### config.mk
export PLATFORM = sky130hd
export DESIGN_NAME = cpcr_regs
export DESIGN_NICKNAME = d
export VERILOG_FILES = /design/src/cpcr_pkg.sv /design/src/cpcr_chan_gate.sv /design/src/cpcr_regs.sv
export SDC_FILE = /design/constraint.sdc
export NUM_CORES = 1
export LEC_CHECK = 0
export ABC_AREA = 1
export BUFFER_PORTS_ARGS = -buffer_cell sky130_fd_sc_hd__buf_2
export CORE_ASPECT_RATIO = 0.7
export CORE_MARGIN = 2
export CORE_UTILIZATION = 50
export CTS_CLUSTER_DIAMETER = 60
export DETAILED_ROUTE_END_ITERATION = 8
export PLACE_DENSITY = 0.84
export SLEW_MARGIN = 20
export SYNTH_ARGS = -nofsm -noshare
export SYNTH_HDL_FRONTEND = slang
export SYNTH_HIERARCHICAL = 1
export SYNTH_SLANG_ARGS = --single-unit
### constraint.sdc
create_clock -name clock -period 3.3 [get_ports clock]
set_input_delay 0.33 -clock clock [delete_from_list [all_inputs] [get_ports clock]]
set_output_delay 0.33 -clock clock [all_outputs]
set_load 0.02 [all_outputs]
### src/cpcr_pkg.sv
// Constants for the codec power configuration register bank.
// Assumes an 8-bit register address and 8-bit data on the control port.
package cpcr_pkg;
  // Port widths and channel count
  localparam int ADDR_W = 8;
  localparam int DATA_W = 8;
  localparam int NUM_CH = 4;

  // Register addresses
  localparam logic [7:0] POWER_CONFIG_ADDR = 8'h78;  // power_config
  localparam logic [7:0] DEV_STS_ADDR = 8'h79;  // device_status_zero
  localparam logic [7:0] DYN_CFG_ADDR = 8'h77;  // dynamic_power_config

  // Reset values
  localparam logic [7:0] POWER_CONFIG_RST = 8'h00;
  localparam logic [7:0] DYN_CFG_RST = 8'h00;
  localparam logic [7:0] RDATA_RST   = 8'h00;
  localparam logic [7:0] UNMAPPED_RD = 8'h00;

  // power_config field positions
  localparam int PWR_RECORD_BIT   = 7;
  localparam int PWR_PLAYBACK_BIT = 6;
  localparam int PWR_BIAS_BIT     = 5;
  localparam int PWR_UAD_BIT      = 3;
  localparam int PWR_VAD_BIT      = 2;
  localparam int PWR_UAG_BIT      = 1;
  // Writable bits; bits 4 and 0 are read-only zero
  localparam logic [7:0] PWR_WR_MASK = 8'hee;

  // dynamic_power_config field positions
  localparam int DYN_EN_BIT    = 5;
  localparam int DYN_SPAN_BIT  = 4;
  localparam int DYN_SPLIT_BIT = 3;
  // Writable bits; bits 2..0 (and unknown 7..6) read as zero
  localparam logic [7:0] DYN_WR_MASK = 8'h38;

  // Status layout: record ch1 at bit 7, playback ch1 at bit 3
  localparam int STS_REC_TOP = 7;
  localparam int STS_PB_TOP  = 3;

  // Channels covered by dynamic control with span field at zero
  localparam int SPAN_NARROW_CH = 2;
endpackage : cpcr_pkg

### src/cpcr_chan_gate.sv
// Per-channel power state flops behind one master power field.
// Assumes enables and hold terms come from logic on the same clock.
`timescale 1ns/10ps
`default_nettype none
module cpcr_chan_gate #(
  parameter int N = 4
) (
  // Clock and reset
  input  wire logic         clock,
  input  wire logic         reset,
  // Control
  input  wire logic         master_on,
  input  wire logic [N-1:0] chan_enable,
  input  wire logic [N-1:0] chan_hold,
  // Channel power state
  output var  logic [N-1:0] power_q
);

  // One flop per channel; master off wins over hold
  always_ff @(posedge clock or posedge reset) begin
    if (reset) begin
      power_q <= '0;
    end else begin
      for (int i = 0; i < N; i++) begin
        if (!master_on) begin
          power_q[i] <= 1'b0;             // Master off: all down
        end else if (!chan_hold[i]) begin
          power_q[i] <= chan_enable[i];   // Only enabled channels up
        end
      end
    end
  end

endmodule : cpcr_chan_gate
`default_nettype wire

### src/cpcr_regs.sv
// Power configuration, dynamic power configuration and status registers.
// Assumes a single-cycle write/read strobe from the control interface.
// How it works
// - Record field off downs all; on ups enabled.
// - Playback field off downs all; on ups enabled.
// - Mic bias follows its power field.
// - Ultrasound detection runs only while enabled.
// - Voice detection runs only while enabled.
// - Auxiliary ultrasound function runs only while enabled.
// - Power register unused bits read-only zero.
// - Span field picks channels 1-2 or 1-4.
// - Split field selects separate modulator/PDM clocks.
// - Dynamic register low three bits read zero.
// - Power register at 0x78, resets to zero.
// - Read-only status register at 0x79.
// - Dynamic mode allows per-channel changes during playback.
// - Status low nibble shows playback channel power.
`timescale 1ns/10ps
`default_nettype none
module cpcr_regs
  import cpcr_pkg::*;
#(
  parameter int CH = cpcr_pkg::NUM_CH
) (
  // Clock and reset
  input  wire logic                        clock,
  input  wire logic                        reset,
  // Control interface register port
  input  wire logic [cpcr_pkg::ADDR_W-1:0] reg_addr,
  input  wire logic [cpcr_pkg::DATA_W-1:0] reg_wdata,
  input  wire logic                        reg_write,
  input  wire logic                        reg_read,
  output var  logic [cpcr_pkg::DATA_W-1:0] reg_rdata_q,
  // Individual channel enables from other registers
  input  wire logic [CH-1:0]               record_ch_enable,
  input  wire logic [CH-1:0]               playback_ch_enable,
  // Channel power state
  output logic [CH-1:0]                    record_ch_power_q,
  output logic [CH-1:0]                    playback_ch_power_q,
  // Global power and algorithm controls
  output logic                             record_power_on,
  output logic                             playback_power_on,
  output logic                             mic_bias_power_on,
  output logic                             ultrasound_detect_enable,
  output logic                             voice_detect_enable,
  output logic                             ultrasound_aux_enable,
  // Dynamic playback controls
  output logic                             playback_dynamic_power_enable,
  output logic                             playback_dynamic_channel_span,
  output logic                             dynamic_power_split_mod_clocks
);
  import cpcr_pkg::*;

  logic [DATA_W-1:0] pwr_q;        // power_config storage
  logic [DATA_W-1:0] dyn_q;        // dynamic_power_config storage
  logic [DATA_W-1:0] status;       // device_status_zero view
  logic [DATA_W-1:0] rdata_d;      // Read mux
  logic [CH-1:0]     pb_hold;      // Playback channels frozen
  logic [CH-1:0]     rec_hold;     // Record never frozen
  logic              pb_running;   // Any playback channel up
  logic              wr_pwr;       // Write hits power_config
  logic              wr_dyn;       // Write hits dynamic_power_config

  // Address decode
  assign wr_pwr = reg_write && (reg_addr == POWER_CONFIG_ADDR);
  assign wr_dyn = reg_write && (reg_addr == DYN_CFG_ADDR);

  // power_config: reserved bits never stored, so read back zero
  always_ff @(posedge clock or posedge reset) begin
    if (reset) begin
      pwr_q <= POWER_CONFIG_RST;
    end else if (wr_pwr) begin
      pwr_q <= reg_wdata & PWR_WR_MASK;
    end
  end

  // dynamic_power_config: low bits stay zero
  always_ff @(posedge clock or posedge reset) begin
    if (reset) begin
      dyn_q <= DYN_CFG_RST;
    end else if (wr_dyn) begin
      dyn_q <= reg_wdata & DYN_WR_MASK;
    end
  end

  // Global controls straight from the stored fields
  assign record_power_on          = pwr_q[PWR_RECORD_BIT];
  assign playback_power_on        = pwr_q[PWR_PLAYBACK_BIT];
  assign mic_bias_power_on        = pwr_q[PWR_BIAS_BIT];
  assign ultrasound_detect_enable = pwr_q[PWR_UAD_BIT];
  assign voice_detect_enable      = pwr_q[PWR_VAD_BIT];
  assign ultrasound_aux_enable    = pwr_q[PWR_UAG_BIT];

  // Dynamic controls
  assign playback_dynamic_power_enable  = dyn_q[DYN_EN_BIT];
  assign playback_dynamic_channel_span  = dyn_q[DYN_SPAN_BIT];
  // Clock split only shapes the sequencing elsewhere
  assign dynamic_power_split_mod_clocks = dyn_q[DYN_SPLIT_BIT];

  // Freeze terms: while playback runs, a channel may change only if
  // dynamic mode is on and the channel lies inside the span. Freezing
  // rather than erroring keeps an unsupported change harmless.
  assign pb_running = |playback_ch_power_q;
  always_comb begin
    for (int i = 0; i < CH; i++) begin
      pb_hold[i] = pb_running &&
                   !(playback_dynamic_power_enable &&
                     (playback_dynamic_channel_span ||
                      (i < SPAN_NARROW_CH)));
    end
  end
  assign rec_hold = '0;

  // Record channel power
  cpcr_chan_gate #(
    .N (CH)
  ) u_record_gate (
    .clock       (clock),
    .reset       (reset),
    .master_on   (record_power_on),
    .chan_enable (record_ch_enable),
    .chan_hold   (rec_hold),
    .power_q     (record_ch_power_q)
  );

  // Playback channel power
  cpcr_chan_gate #(
    .N (CH)
  ) u_playback_gate (
    .clock       (clock),
    .reset       (reset),
    .master_on   (playback_power_on),
    .chan_enable (playback_ch_enable),
    .chan_hold   (pb_hold),
    .power_q     (playback_ch_power_q)
  );

  // Status view: channel 1 in the top bit of each nibble
  always_comb begin
    status = '0;
    for (int i = 0; i < CH; i++) begin
      status[STS_REC_TOP - i] = record_ch_power_q[i];
      status[STS_PB_TOP - i]  = playback_ch_power_q[i];
    end
  end

  // Read mux; unmapped addresses read zero
  always_comb begin
    case (reg_addr)
      POWER_CONFIG_ADDR: rdata_d = pwr_q;
      DEV_STS_ADDR: rdata_d = status;
      DYN_CFG_ADDR: rdata_d = dyn_q;
      default:      rdata_d = UNMAPPED_RD;
    endcase
  end

  // Read data registered one cycle after the strobe, then held
  always_ff @(posedge clock or posedge reset) begin
    if (reset) begin
      reg_rdata_q <= RDATA_RST;
    end else if (reg_read) begin
      reg_rdata_q <= rdata_d;
    end
  end

  // Checks

  chk_record_off: assert property (@(posedge clock) disable iff (reset)
    !record_power_on |=> (record_ch_power_q == '0))
    else $error("record channel up while record field off");

  chk_record_on: assert property (@(posedge clock) disable iff (reset)
    record_power_on |=> (record_ch_power_q == $past(record_ch_enable)))
    else $error("record channels do not match enables");

  chk_playback_off: assert property (@(posedge clock) disable iff (reset)
    !playback_power_on |=> (playback_ch_power_q == '0))
    else $error("playback channel up while playback field off");

  chk_playback_idle_on: assert property (@(posedge clock) disable iff (reset)
    (playback_power_on && !pb_running)
      |=> (playback_ch_power_q == $past(playback_ch_enable)))
    else $error("idle playback did not take enables");

  chk_ctrl_write: assert property (@(posedge clock) disable iff (reset)
    wr_pwr |=> ({mic_bias_power_on, ultrasound_detect_enable,
                 voice_detect_enable, ultrasound_aux_enable} ==
                {$past(reg_wdata[PWR_BIAS_BIT]), $past(reg_wdata[PWR_UAD_BIT]),
                 $past(reg_wdata[PWR_VAD_BIT]), $past(reg_wdata[PWR_UAG_BIT])}))
    else $error("power_config write not applied next edge");

  chk_pwr_reserved: assert property (@(posedge clock) disable iff (reset)
    wr_pwr |=> ((pwr_q & ~PWR_WR_MASK) == '0))
    else $error("power_config reserved bit set");

  chk_dyn_write: assert property (@(posedge clock) disable iff (reset)
    wr_dyn |=> (dyn_q == ($past(reg_wdata) & DYN_WR_MASK)) && (dyn_q[2:0] == 3'h0))
    else $error("dynamic_power_config write wrong");

  chk_pb_freeze: assert property (@(posedge clock) disable iff (reset)
    (playback_power_on && pb_running && !playback_dynamic_power_enable)
      |=> $stable(playback_ch_power_q))
    else $error("playback changed during playback without dynamic mode");

  chk_span_limit: assert property (@(posedge clock) disable iff (reset)
    (playback_power_on && pb_running && playback_dynamic_power_enable &&
     !playback_dynamic_channel_span)
      |=> $stable(playback_ch_power_q[CH-1:SPAN_NARROW_CH]))
    else $error("channel outside span changed dynamically");

  chk_status_read: assert property (@(posedge clock) disable iff (reset)
    (reg_read && reg_addr == DEV_STS_ADDR)
      |=> (reg_rdata_q[STS_PB_TOP] == $past(playback_ch_power_q[0])) &&
          (reg_rdata_q[STS_REC_TOP] == $past(record_ch_power_q[0])))
    else $error("status read does not show channel power");

  // Main scenarios
  cov_dyn_change: cover property (@(posedge clock) disable iff (reset)
    pb_running && playback_dynamic_power_enable ##1 $changed(playback_ch_power_q));
  cov_record_up: cover property (@(posedge clock) disable iff (reset)
    $rose(record_power_on) ##1 (record_ch_power_q != '0));
  cov_status_rd: cover property (@(posedge clock) disable iff (reset)
    reg_read && (reg_addr == DEV_STS_ADDR) && pb_running);

endmodule : cpcr_regs
`default_nettype wire

# Yosys cells after proc, flatten, opt, wreduce, memory -nomap -nowiden
# Cells that the tools add are included.
# classes
eq_ne,5
n_mux,13
n_reduce_logical,8
# op_table
operator,n
"8-bit by 7-bit == test with 1-bit output, second input constant",3
8-bit case mux with 3 select lines,1
1-bit two-way mux,12
1-bit logical AND,5
"2-bit inequality test, second input constant",2
4-bit OR reduction,1
1-bit logical NOT,2
# totals
register_bits,25

# Longest topological paths before layout
# Gate-level depths: netlist of run 1.
# logic_depth
depth_word,5
ltp_mapped,8
depth_no_buf,7

# Modules after synthesis
# Netlist of run 1, hierarchy kept.
# modules_own_cells
module,n_inst,cells_per_inst,area_each_um2,seq_area_each_um2
cpcr_regs,1,116,907.1,425.4
cpcr_chan_gate,2,22,181.4,100.1

# Worst setup path after synthesis of run 1
# Ideal clock, no wire load.
# synth_path
kind,reg2reg
start,register u_playback_gate.power_q[0]
end,register u_playback_gate.power_q[3]
arrival_ns,1.066
required_ns,3.183
path_slack_ns,2.117
stages_incl_launch_ff,5
n_path_buf,0
synth_period_minus_slack_ns,1.183
cell_sequence,dfrtp_1 -> nor4_1 -> a21oi_1 -> nand3_1 -> nand2_1
# synth_via
elab_chain_cells,3
# synth_rtl
item,line_no,source
"start, declared",cpcr_chan_gate.sv:16,output var logic [N-1:0] power_q
"start signal, assigned by index",cpcr_chan_gate.sv:28,power_q[i] <= chan_enable[i];
4-bit OR reduction,cpcr_regs.sv:103,assign pb_running = |playback_ch_power_q;
1-bit logical AND,--,
via pb_hold[2],cpcr_regs.sv:58,logic [CH-1:0] pb_hold;
2-bit inequality test (no source line),--,
# The timed path passes the listed nets, and every way through them passes these cells.
# A chain may end at the register's enable or synchronous reset.

# Worst setup path after layout of run 1
# layout_path
start,register pwr_q[7]
end,output port record_power_on
# layout_rtl
item,line_no,source
"start, declared",cpcr_regs.sv:54,logic [DATA_W-1:0] pwr_q;
"start signal, assigned",cpcr_regs.sv:73,pwr_q <= reg_wdata & PWR_WR_MASK;
"end, declared",cpcr_regs.sv:41,"output logic record_power_on,"
# No word-level cell between the ends.

==> impl_metrics.py, run 1 <==
metrics = {
    "critical_path": {
        "worst-path-stages": 1,
        "crit_family": "flip-flops",
        "critPathKind": "reg2out",
        "crit_required_ns": 2.97,
        "path_max_fanout": 11,
        "critPathLaunchType": "flip-flop",
        "critical-path-slowest-cell": "dfrtp_1",
        "arrival_ns": 1.15,
        "crit_path_end_kind": "primary output",
        "cp_num_buf_inv": 1,
        "crit_chain": "buf_2",
        "r2r_cells": 5,
        "slowest_delay_ns": 0.58,
    },
    "grt": {
        "grt_max_degree": 18,
        "antenna_found_initial": 0,
        "grt_overflow": 0,
        "grt_first_pass_wirelength_mm": 4.74,
        "grt_pass1_vias": 1099,
        "grt_usage_pct": 21.5,
    },
    "cts": {
        "clk_pin_slew_ns": 0.14,
        "htree_levels": 1,
        "clk_path_buf_depth": 2,
        "cts_tree": "yes",
        "postCtsSetupRepairBufs": 0,
        "clkLatencyLatePin_ns": 0.33,
        "numCtsBuffers": 3,
        "cts_resized": 0,
        "ctsHoldBuffers": 1,
        "numClockSinks": 25,
        "root_buffer": "clkbuf_4",
    },
    "detailed_routing": {
        "wire_per_inst_um": 10.9,
        "drt-vias-per-instance": 4.65,
        "drtAntennaViolNets": 0,
        "drt-initial-drc-count": 67,
        "wirelength_mm": 2.75,
        "vias": 1176,
        "drc_errors": 0,
        "first_pass_iters": 4,
    },
    "placed_design": {
        "gp_congestion": 0.795,
        "hpwl_mm": 2.21,
        "portBuffers": 51,
    },
    "pwr": {
        "p_seq_share_pct": 53.2,
        "p_clk_share_pct": 20.4,
        "power_leakage_nw": 0.976,
        "power_mw": 0.698,
        "powerDensity_nw_per_um2": 436,
        "peakVddDrop_v": 0.000340,
        "intPower_mw": 0.448,
        "swShare_pct": 35.8,
        "p_switching_mw": 0.250,
        "power_frac_comb_pct": 26.4,
    },
    "logic_synthesis": {
        "yosys_warnings": 6,
        "synth_top_area_share_pct": 49.3,
        "synth_cells": 160,
        "synth.most_common_cell": "nand2_1",
        "ys_ff_latch": 25,
        "synth_area_per_cell_um2": 7.94,
        "synth.distinct_cells": 18,
        "ys_seq_area_share_pct": 49.3,
        "synth_flop_cell": "dfrtp_1",
        "synth_commonest_cells": "50 x nand2_1, 31 x nand3_1, 25 x dfrtp_1",
        "synth_top_cell_by_area": "dfrtp_1",
        "async_flop_share_pct": 100,
        "synth.area.top_cells": "dfrtp_1 49%, nand2_1 15%, nand3_1 12%",
        "syn_area_um2": 1270,
        "synth-edff-count": 0,
    },
    "timing": {
        "max_freq_ghz": 0.674,
        "finalCriticalPeriod_ns": 1.48,
        "hold_violations": 0,
        "period_share_pct": 44.9,
        "relSlewSlack_pct": 58.1,
        "drv_slew": 0,
        "setup_viol": 0,
        "worst_pin_slew_ns": 0.628,
        "fin_setup_tns_ns": 0,
        "rsz0062_at_grt": "false",
        "finalClockSkew_ns": 0.00869,
    },
    "floorplan": {
        "start_util_pct": 52.1,
        "die_w_um": 64.2,
        "dieHeight_um": 46.2,
        "die-area_um2": 2970,
        "rows": 15,
        "design.core.area_um2": 2440,
        "pin_count": 53,
    },
    "worst_hold_path": {
        "hold_class": "in2reg",
        "whs_path_depth": 3,
    },
    "flow_run": {
        "max_cap_violations": 0,
    },
    "final_layout": {
        "area_growth_pct": 26.2,
        "insertedDiodeCount": 0,
        "drive_above_1_share_pct": 29.2,
        "finalNetCount": 248,
        "fill_cells": 227,
    },
    "outcome": {
        "outcome": "finished clean",
    },
}
final timing paths:
path / end / slack, ns / from
max: record_power_on / 1.82 / pwr_q[7]$_DFFE_PP0P_
min in group asynchronous: u_record_gate/power_q[1]$_DFFE_PP0P_ / 0.43 / reset
min: pwr_q[6]$_DFFE_PP0P_ / 0.19 / reg_wdata[6]
min reg2reg: reg_rdata_q[6]$_DFFE_PP0P_ / 0.50 / reg_rdata_q[6]$_DFFE_PP0P_
max reg2reg: u_playback_gate/power_q[2]$_DFFE_PP0P_ / 2.06 / u_playback_gate/power_q[0]$_DFFE_PP0P_
max in group asynchronous: reg_rdata_q[3]$_DFFE_PP0P_ / 2.26 / reset
kinds of logic after synthesis:
logic type | Yosys count | synth area share [%]
buffers and inverters | 26 | 8.96
AND/OR/NAND/NOR | 93 | 35.6
other | 1 | 0.295
AO/OA/AOI/OAI | 15 | 5.91
flip-flops | 25 | 49.3
cells in the final DEF, fill, tap and decap left out, drive strengths merged:
cell type and n:
clkinv 1, dfrtp 25, a21oi 1, clkinvlp 1, nand2 54, conb 8
nor2 7, clkbuf 3, inv 21, buf 51, nand3 31, dlygate4sd3 1
o21ai 14, nor4 1
per-layer routing:
metal	up-vias	routed length, um	GRT usage (%)
li1	619	-	-
met1	522	1360	28.9
met2	33	1200	35.4
met3	2	163	5.38
met4	0	21	6.38
met5	-	0	0
flip-flops by register name (all words and copies together), names as in the netlist:
name / count
reg_rdata_q: 8
pwr_q: 6
u_playback_gate/power_q: 4
u_record_gate/power_q: 4
dyn_q: 3
metrics by stage:
stage / hold WS, ns / worst slack, ns / instances / utilization (%) / area (um2)
2_1_floorplan: 0.0961 / 2.12 / 167 / - / 1300
3_3_place_gp: 0.234 / 1.92 / 248 / 64.1 / 1560
3_5_place_dp: 0.238 / 1.90 / 248 / 64.1 / 1560
4_1_cts: 0.190 / 1.83 / 253 / 65.7 / 1600
5_1_grt: 0.196 / 1.78 / 253 / 65.7 / 1600
6_report: 0.193 / 1.82 / 253 / 65.7 / 1600
power by group through the flow:
stage	combinational [mW]	clock, mW	sequential (mW)
floorplan	0.0887	0	0.405
global placement	0.181	0	0.377
detailed placement	0.183	0	0.377
CTS	0.185	0.146	0.371
global route	0.206	0.156	0.377
finish	0.184	0.143	0.372
layout make-up:
cell class                 instances  area (um2)  share of cell area [%]
clock inverter                     1        7.51                   0.468
multi-input combinational        116         557                    34.7
clock buffer                       3        22.5                    1.41
tap                               34        42.5                    2.65
sequential                        25         626                    39.0
timing repair buffer              52         265                    16.5
inverter                          22        82.6                    5.15
Note: power is estimated with default switching activity, not from simulation.
==> run 2: changes to the inputs <==
- ABC_AREA: 1 -> 0
- CORE_UTILIZATION: 50 -> 41
- PLACE_DENSITY: 0.84 -> 0.75
- clock period: 3.3 -> 1.25 ns (I/O delays scaled with it)
==> run 2 against run 1 <==
Compared with the run above:
- register-to-register slack worse by 2.0 ns
- sequential cell count did not move
- setup slack worse by 1.7 ns
- non-clock buffer count grew 8
- largest power group unchanged
==> impl_metrics.py, run 2 <==
metrics = {
    "critical_path": {
        "critPathKind": "reg2reg",
        "endpoint": "u_playback_gate/power_q[3]$_DFFE_PP0P_",
        "crit_path_end_kind": "flip-flop",
        "r2r_setup_slack_ns": 0.07,
        "slowest_delay_ns": 0.40,
        "r2r_cells": 4,
        "crit_chain": "nor4_2 > a21oi_1 > mux2i_1 > nor2b_1",
        "rr_endpoint": "u_playback_gate/power_q[3]$_DFFE_PP0P_",
        "critical-path-slowest-cell": "dfrtp_1",
        "critPathLaunchType": "flip-flop",
        "crit_required_ns": 1.41,
        "path_max_fanout": 2,
        "cp-startpoint": "u_playback_gate/power_q[3]$_DFFE_PP0P_",
        "r2r_start": "u_playback_gate/power_q[3]$_DFFE_PP0P_",
        "arrival_ns": 1.33,
    },
    "cts": {
        "clk_path_buf_depth": 2,
        "numCtsBuffers": 3,
        "numClockSinks": 25,
        "postCtsSetupRepairBufs": 0,
        "cts_tree": "yes",
        "clk_pin_slew_ns": 0.08,
        "htree_levels": 1,
        "clkLatencyLatePin_ns": 0.26,
        "root_buffer": "clkbuf_8",
    },
    "detailed_routing": {
        "drc_errors": 0,
        "wirelength_mm": 2.66,
        "first_pass_iters": 4,
        "drtAntennaViolNets": 0,
        "drt-initial-drc-count": 10,
        "vias": 964,
        "wire_per_inst_um": 13.7,
        "drt-vias-per-instance": 4.97,
    },
    "flow_run": {
        "max_cap_violations": 0,
    },
    "grt": {
        "grt_max_degree": 14,
        "grt_usage_pct": 18.5,
        "grt_pass1_vias": 946,
        "grt_overflow": 0,
        "grt_first_pass_wirelength_mm": 4.53,
        "antenna_found_initial": 0,
    },
    "logic_synthesis": {
        "async_flop_share_pct": 100,
        "synth_top_area_share_pct": 54.2,
        "synth.distinct_cells": 23,
        "synth_area_per_cell_um2": 12.3,
        "synth-edff-count": 0,
        "synth_top_cell_by_area": "dfrtp_1",
        "synth_cells": 94,
        "synth.area.top_cells": "dfrtp_1 54%, mux2i_1 10%, mux2_2 8.8%",
        "ys_ff_latch": 25,
        "synth.most_common_cell": "dfrtp_1",
        "synth_flop_cell": "dfrtp_1",
        "ys_seq_area_share_pct": 54.2,
        "syn_area_um2": 1150,
        "yosys_warnings": 6,
        "synth_commonest_cells": "25 x dfrtp_1, 12 x mux2i_1, 11 x inv_1",
    },
    "timing": {
        "max_freq_ghz": 0.848,
        "setup_viol": 0,
        "hold_violations": 0,
        "drv_slew": 0,
        "period_share_pct": 94.3,
        "finalClockSkew_ns": 0.00125,
        "finalCriticalPeriod_ns": 1.18,
        "rsz0062_at_grt": "true",
        "fin_setup_tns_ns": 0,
    },
    "floorplan": {
        "design.core.area_um2": 2740,
        "die_w_um": 67.4,
        "dieHeight_um": 48.4,
        "die-area_um2": 3260,
        "pin_count": 53,
        "start_util_pct": 42.1,
        "rows": 16,
    },
    "worst_hold_path": {
        "hold_class": "in2reg",
        "whs_path_depth": 2,
    },
    "final_layout": {
        "final_common_cell": "buf_2",
        "layout_common_cells": "51 x buf_2, 25 x dfrtp_1, 12 x mux2i_1",
        "fill_cells": 245,
        "largest_reg_flops": 8,
        "reg_top3": "reg_rdata_q (8), pwr_q (6)",
        "regMostFlops": "reg_rdata_q",
        "insertedDiodeCount": 0,
        "finalNetCount": 187,
        "final_area_um2": 1570,
        "area_growth_pct": 35.8,
        "drive_above_1_share_pct": 46.8,
    },
    "placed_design": {
        "portBuffers": 51,
        "gp_congestion": 0.822,
        "dpl-instance-area_um2": 1510,
        "hpwl_mm": 2.19,
    },
    "pwr": {
        "power_leakage_nw": 0.850,
        "swShare_pct": 23.6,
        "p_switching_mw": 0.356,
        "intPower_mw": 1.15,
        "p_seq_share_pct": 56.3,
        "peakVddDrop_v": 0.000568,
        "p_clk_share_pct": 30.1,
        "powerDensity_nw_per_um2": 962,
        "power_frac_comb_pct": 13.6,
    },
    "outcome": {
        "outcome": "finished clean",
    },
}
[run 2: changes by cell type after synthesis, moves of 2 or more]
cell      before  now
o221ai_1       0    2
buf_4          2    0
nand4_1        0    3
nor2_4         4    0
nand2_1       50    1
mux2_2         0    9
mux2i_1        0   12
o21ai_0       13    0
nor2b_1        0    8
nand2_2        3    0
inv_1         21   11
nand3_1       31    2
o22ai_1        0    6
a22oi_1        0    3
[run 2: logic make-up after synthesis]
family	Yosys count	share of synthesized area (%)
multiplexers	21	19.2
buffers and inverters	14	5.31
other	1	0.325
AND/OR/NAND/NOR	21	13.9
AO/OA/AOI/OAI	12	7.15
flip-flops	25	54.2
[run 2: final cells by class]
cell class | instances | area [um2] | area share [%]
Tap cell | 36 | 45.0 | 2.87
Timing Repair Buffer | 60 | 325 | 20.8
Multi-Input combinational cell | 58 | 485 | 31.0
Sequential cell | 25 | 626 | 39.9
Clock buffer | 4 | 45.0 | 2.87
Inverter | 11 | 41.3 | 2.63
[run 2: worst min path at each step]
stage / start / endpoint / slack [ns]
floorplan: reset / u_playback_gate/power_q[0]$_DFFE_PP0P_ / -0.11
global placement: reset / u_playback_gate/power_q[3]$_DFFE_PP0P_ / 0.04
detailed placement: reset / u_record_gate/power_q[2]$_DFFE_PP0P_ / 0.05
CTS: reg_wdata[7] / pwr_q[7]$_DFFE_PP0P_ / 0.08
global route: reg_wdata[7] / pwr_q[7]$_DFFE_PP0P_ / 0.08
finish: reg_wdata[7] / pwr_q[7]$_DFFE_PP0P_ / 0.09
[run 2: repair_timing]
item                                    4_1_cts  5_1_grt
gates resized for setup                       0        1
endpoints found under the setup margin        0        4
hold buffers                                  1        0
endpoints found under the hold margin        12        0
[run 2: power by group through the flow]
stage          Combinational (mW)  Sequential, mW  Clock [mW]
6_report                    0.205           0.849       0.454
5_1_grt                     0.225           0.853       0.519
4_1_cts                     0.206           0.848       0.473
3_5_place_dp                0.204           0.864           0
3_3_place_gp                0.198           0.863           0
2_1_floorplan              0.0882           0.883           0
[run 2: metrics by stage]
| stage | hold slack [ns] | power, mW | cells | utilization [%] | worst slack, ns |
|---|---|---|---|---|---|
| after global placement | 0.0415 | 1.06 | 189 | 54.9 | 0.0564 |
| final | 0.0891 | 1.51 | 194 | 57.2 | 0.0714 |
| after floorplan | -0.109 | 0.971 | 97 | - | 0.00292 |
| after global routing | 0.0850 | 1.60 | 194 | 57.2 | -0.00230 |
| after detailed placement | 0.0494 | 1.07 | 189 | 54.9 | 0.0313 |
| after CTS | 0.0817 | 1.53 | 194 | 56.9 | 0.0118 |
[run 2: layer usage]
| metal | part of all wire, % | GRT usage (%) | vias up |
|---|---|---|---|
| met1 | 44 | 26.8 | 463 |
| met5 | 0 | 0 | - |
| met3 | 8.8 | 5.35 | 2 |
| met2 | 47 | 27.7 | 41 |
| li1 | - | - | 458 |
| met4 | 0.64 | 4.08 | 0 |
[run 2: critical path, delay by kind of cell, from the launching register on]
kind,cells,cell delay [ns]
DFF,1,0.40
and+or+nand+nor,2,0.37
muxes,1,0.17
AOI/OAI and AO/OA,1,0.13
==> run 3: changes to the inputs <==
- RECOVER_POWER: not set -> 50
- clock period: 1.25 -> 1 ns (I/O delays scaled with it)
==> run 3 against run 2 <==
Compared with the run above:
- the flow now finishes with violations (setup timing)
- final area increased by 9.4%
- first-iteration DRC count increased to 4.2 times the previous value
- critical path depth unchanged
- via count increased by 3.6%
==> impl_metrics.py, run 3 (synthesized netlist as in run 2, its figures left out) <==
metrics = {
    "floorplan": {
        "die_w_um": 67.4,
        "die-area_um2": 3260,
        "design.core.area_um2": 2740,
        "dieHeight_um": 48.4,
        "rows": 16,
        "start_util_pct": 42.1,
        "pin_count": 53,
    },
    "grt": {
        "antenna_found_initial": 0,
        "grt_usage_pct": 20.3,
        "grt_overflow": 0,
        "grt_pass1_vias": 1051,
        "grt_max_degree": 14,
        "grt_first_pass_wirelength_mm": 4.92,
    },
    "final_layout": {
        "fill_cells": 217,
        "seq_area_um2": 632,
        "regMostFlops": "reg_rdata_q",
        "reg_top3": "reg_rdata_q (8), pwr_q (6)",
        "insertedDiodeCount": 0,
        "area_growth_pct": 48.5,
        "largest_reg_flops": 8,
        "instances_no_fill": 202,
        "layout_common_cells": "44 x buf_2, 20 x dfrtp_1, 14 x buf_6",
        "final_common_cell": "buf_2",
        "final_area_um2": 1720,
        "drive_above_1_share_pct": 53.6,
        "multi_input_area_um2": 504,
        "fin_util_pct": 62.5,
        "finalNetCount": 195,
    },
    "timing": {
        "finalClockSkew_ns": 0.00471,
        "fin_setup_tns_ns": -1.24,
        "setup_viol": 12,
        "drv_slew": 0,
        "rsz0062_at_grt": "true",
        "period_share_pct": 120,
        "timing.hold.ws_ns": 0.0608,
        "hold_violations": 0,
        "fin_ws_ns": -0.204,
        "finalCriticalPeriod_ns": 1.20,
        "max_freq_ghz": 0.830,
    },
    "placed_design": {
        "gp_congestion": 0.829,
        "place_inst": 193,
        "dpl-instance-area_um2": 1560,
        "portBuffers": 51,
        "post-place-ws_ns": -0.189,
        "hpwl_mm": 2.37,
    },
    "critical_path": {
        "cp-startpoint": "u_playback_gate/power_q[0]$_DFFE_PP0P_",
        "critPathLaunchType": "flip-flop",
        "cp_num_buf_inv": 0,
        "r2r_setup_slack_ns": -0.20,
        "endpoint": "u_playback_gate/power_q[2]$_DFFE_PP0P_",
        "slowest_delay_ns": 0.43,
        "crit_required_ns": 1.16,
        "rr_endpoint": "u_playback_gate/power_q[2]$_DFFE_PP0P_",
        "crit_family": "flip-flops",
        "crit_path_end_kind": "flip-flop",
        "path_max_fanout": 2,
        "crit_chain": "nor4_4 > a21oi_2 > mux2i_1 > nor2b_1",
        "critical-path-slowest-cell": "dfrtp_2",
        "r2r_cells": 4,
        "worst-path-stages": 4,
        "critPathKind": "reg2reg",
        "arrival_ns": 1.36,
        "r2r_start": "u_playback_gate/power_q[0]$_DFFE_PP0P_",
    },
    "detailed_routing": {
        "drtAntennaViolNets": 0,
        "drt-vias-per-instance": 4.95,
        "drc_errors": 0,
        "vias": 999,
        "wire_per_inst_um": 15.1,
        "drt-initial-drc-count": 42,
        "first_pass_iters": 4,
        "wirelength_mm": 3.04,
    },
    "cts": {
        "numCtsBuffers": 3,
        "htree_levels": 1,
        "clkLatencyLatePin_ns": 0.27,
        "clk_path_buf_depth": 2,
        "root_buffer": "clkbuf_8",
        "clk_pin_slew_ns": 0.08,
        "numClockSinks": 25,
        "cts_tree": "yes",
    },
    "outcome": {
        "outcome": "complete, but fails checks",
        "violations": "setup timing",
    },
    "pwr": {
        "powerDensity_nw_per_um2": 1140,
        "power_mw": 1.96,
        "peakVddDrop_v": 0.000787,
        "power_leakage_nw": 0.893,
    },
    "worst_hold_path": {
        "hold_class": "in2reg",
    },
    "flow_run": {
        "max_cap_violations": 0,
    },
}
[run 3: changes by cell type in the layout (fill, tap and decap cells not counted), moves of 5 or more]
cell,change
buf_2,-7
dfrtp_1,-5
dfrtp_2,+5
buf_6,+14
[run 3: cell type report]
type / instances / area share (%)
tap: 36 / 2.63
inverter: 11 / 2.41
multi-input combinational: 58 / 29.4
clock buffer: 4 / 2.63
timing repair buffer: 68 / 26.1
sequential: 25 / 36.8
[run 3: worst min path at each step]
stage / from / cells after the start / end / slack, ns
finish: reg_wdata[1] / 2 / pwr_q[1]$_DFFE_PP0P_ / 0.06
global route: reg_wdata[1] / 2 / pwr_q[1]$_DFFE_PP0P_ / 0.05
CTS: reg_wdata[1] / 2 / pwr_q[1]$_DFFE_PP0P_ / 0.06
detailed placement: reset / 2 / u_record_gate/power_q[1]$_DFFE_PP0P_ / 0.02
global placement: reset / 2 / u_playback_gate/power_q[3]$_DFFE_PP0P_ / 0.01
floorplan: reset / 1 / u_playback_gate/power_q[3]$_DFFE_PP0P_ / -0.13
[run 3: where the power goes]
| group | total, mW | internal [mW] | switching, mW |
|---|---|---|---|
| combinational | 0.306 | 0.154 | 0.152 |
| clock | 0.589 | 0.285 | 0.305 |
| sequential | 1.06 | 1.04 | 0.0283 |
[run 3: timing repair]
item,CTS,global route
pin swaps,2,0
gates resized for setup,21,5
hold buffers,1,0
buffers inserted,3,1
endpoints found under the hold margin,15,0
endpoints found under the setup margin,13,14
[run 3: routing by layer]
layer,track usage (%),share of wire (%)
met4,6.46,0.43
met5,0,0
met2,31.2,48
met3,5.35,6.4
met1,27.9,46
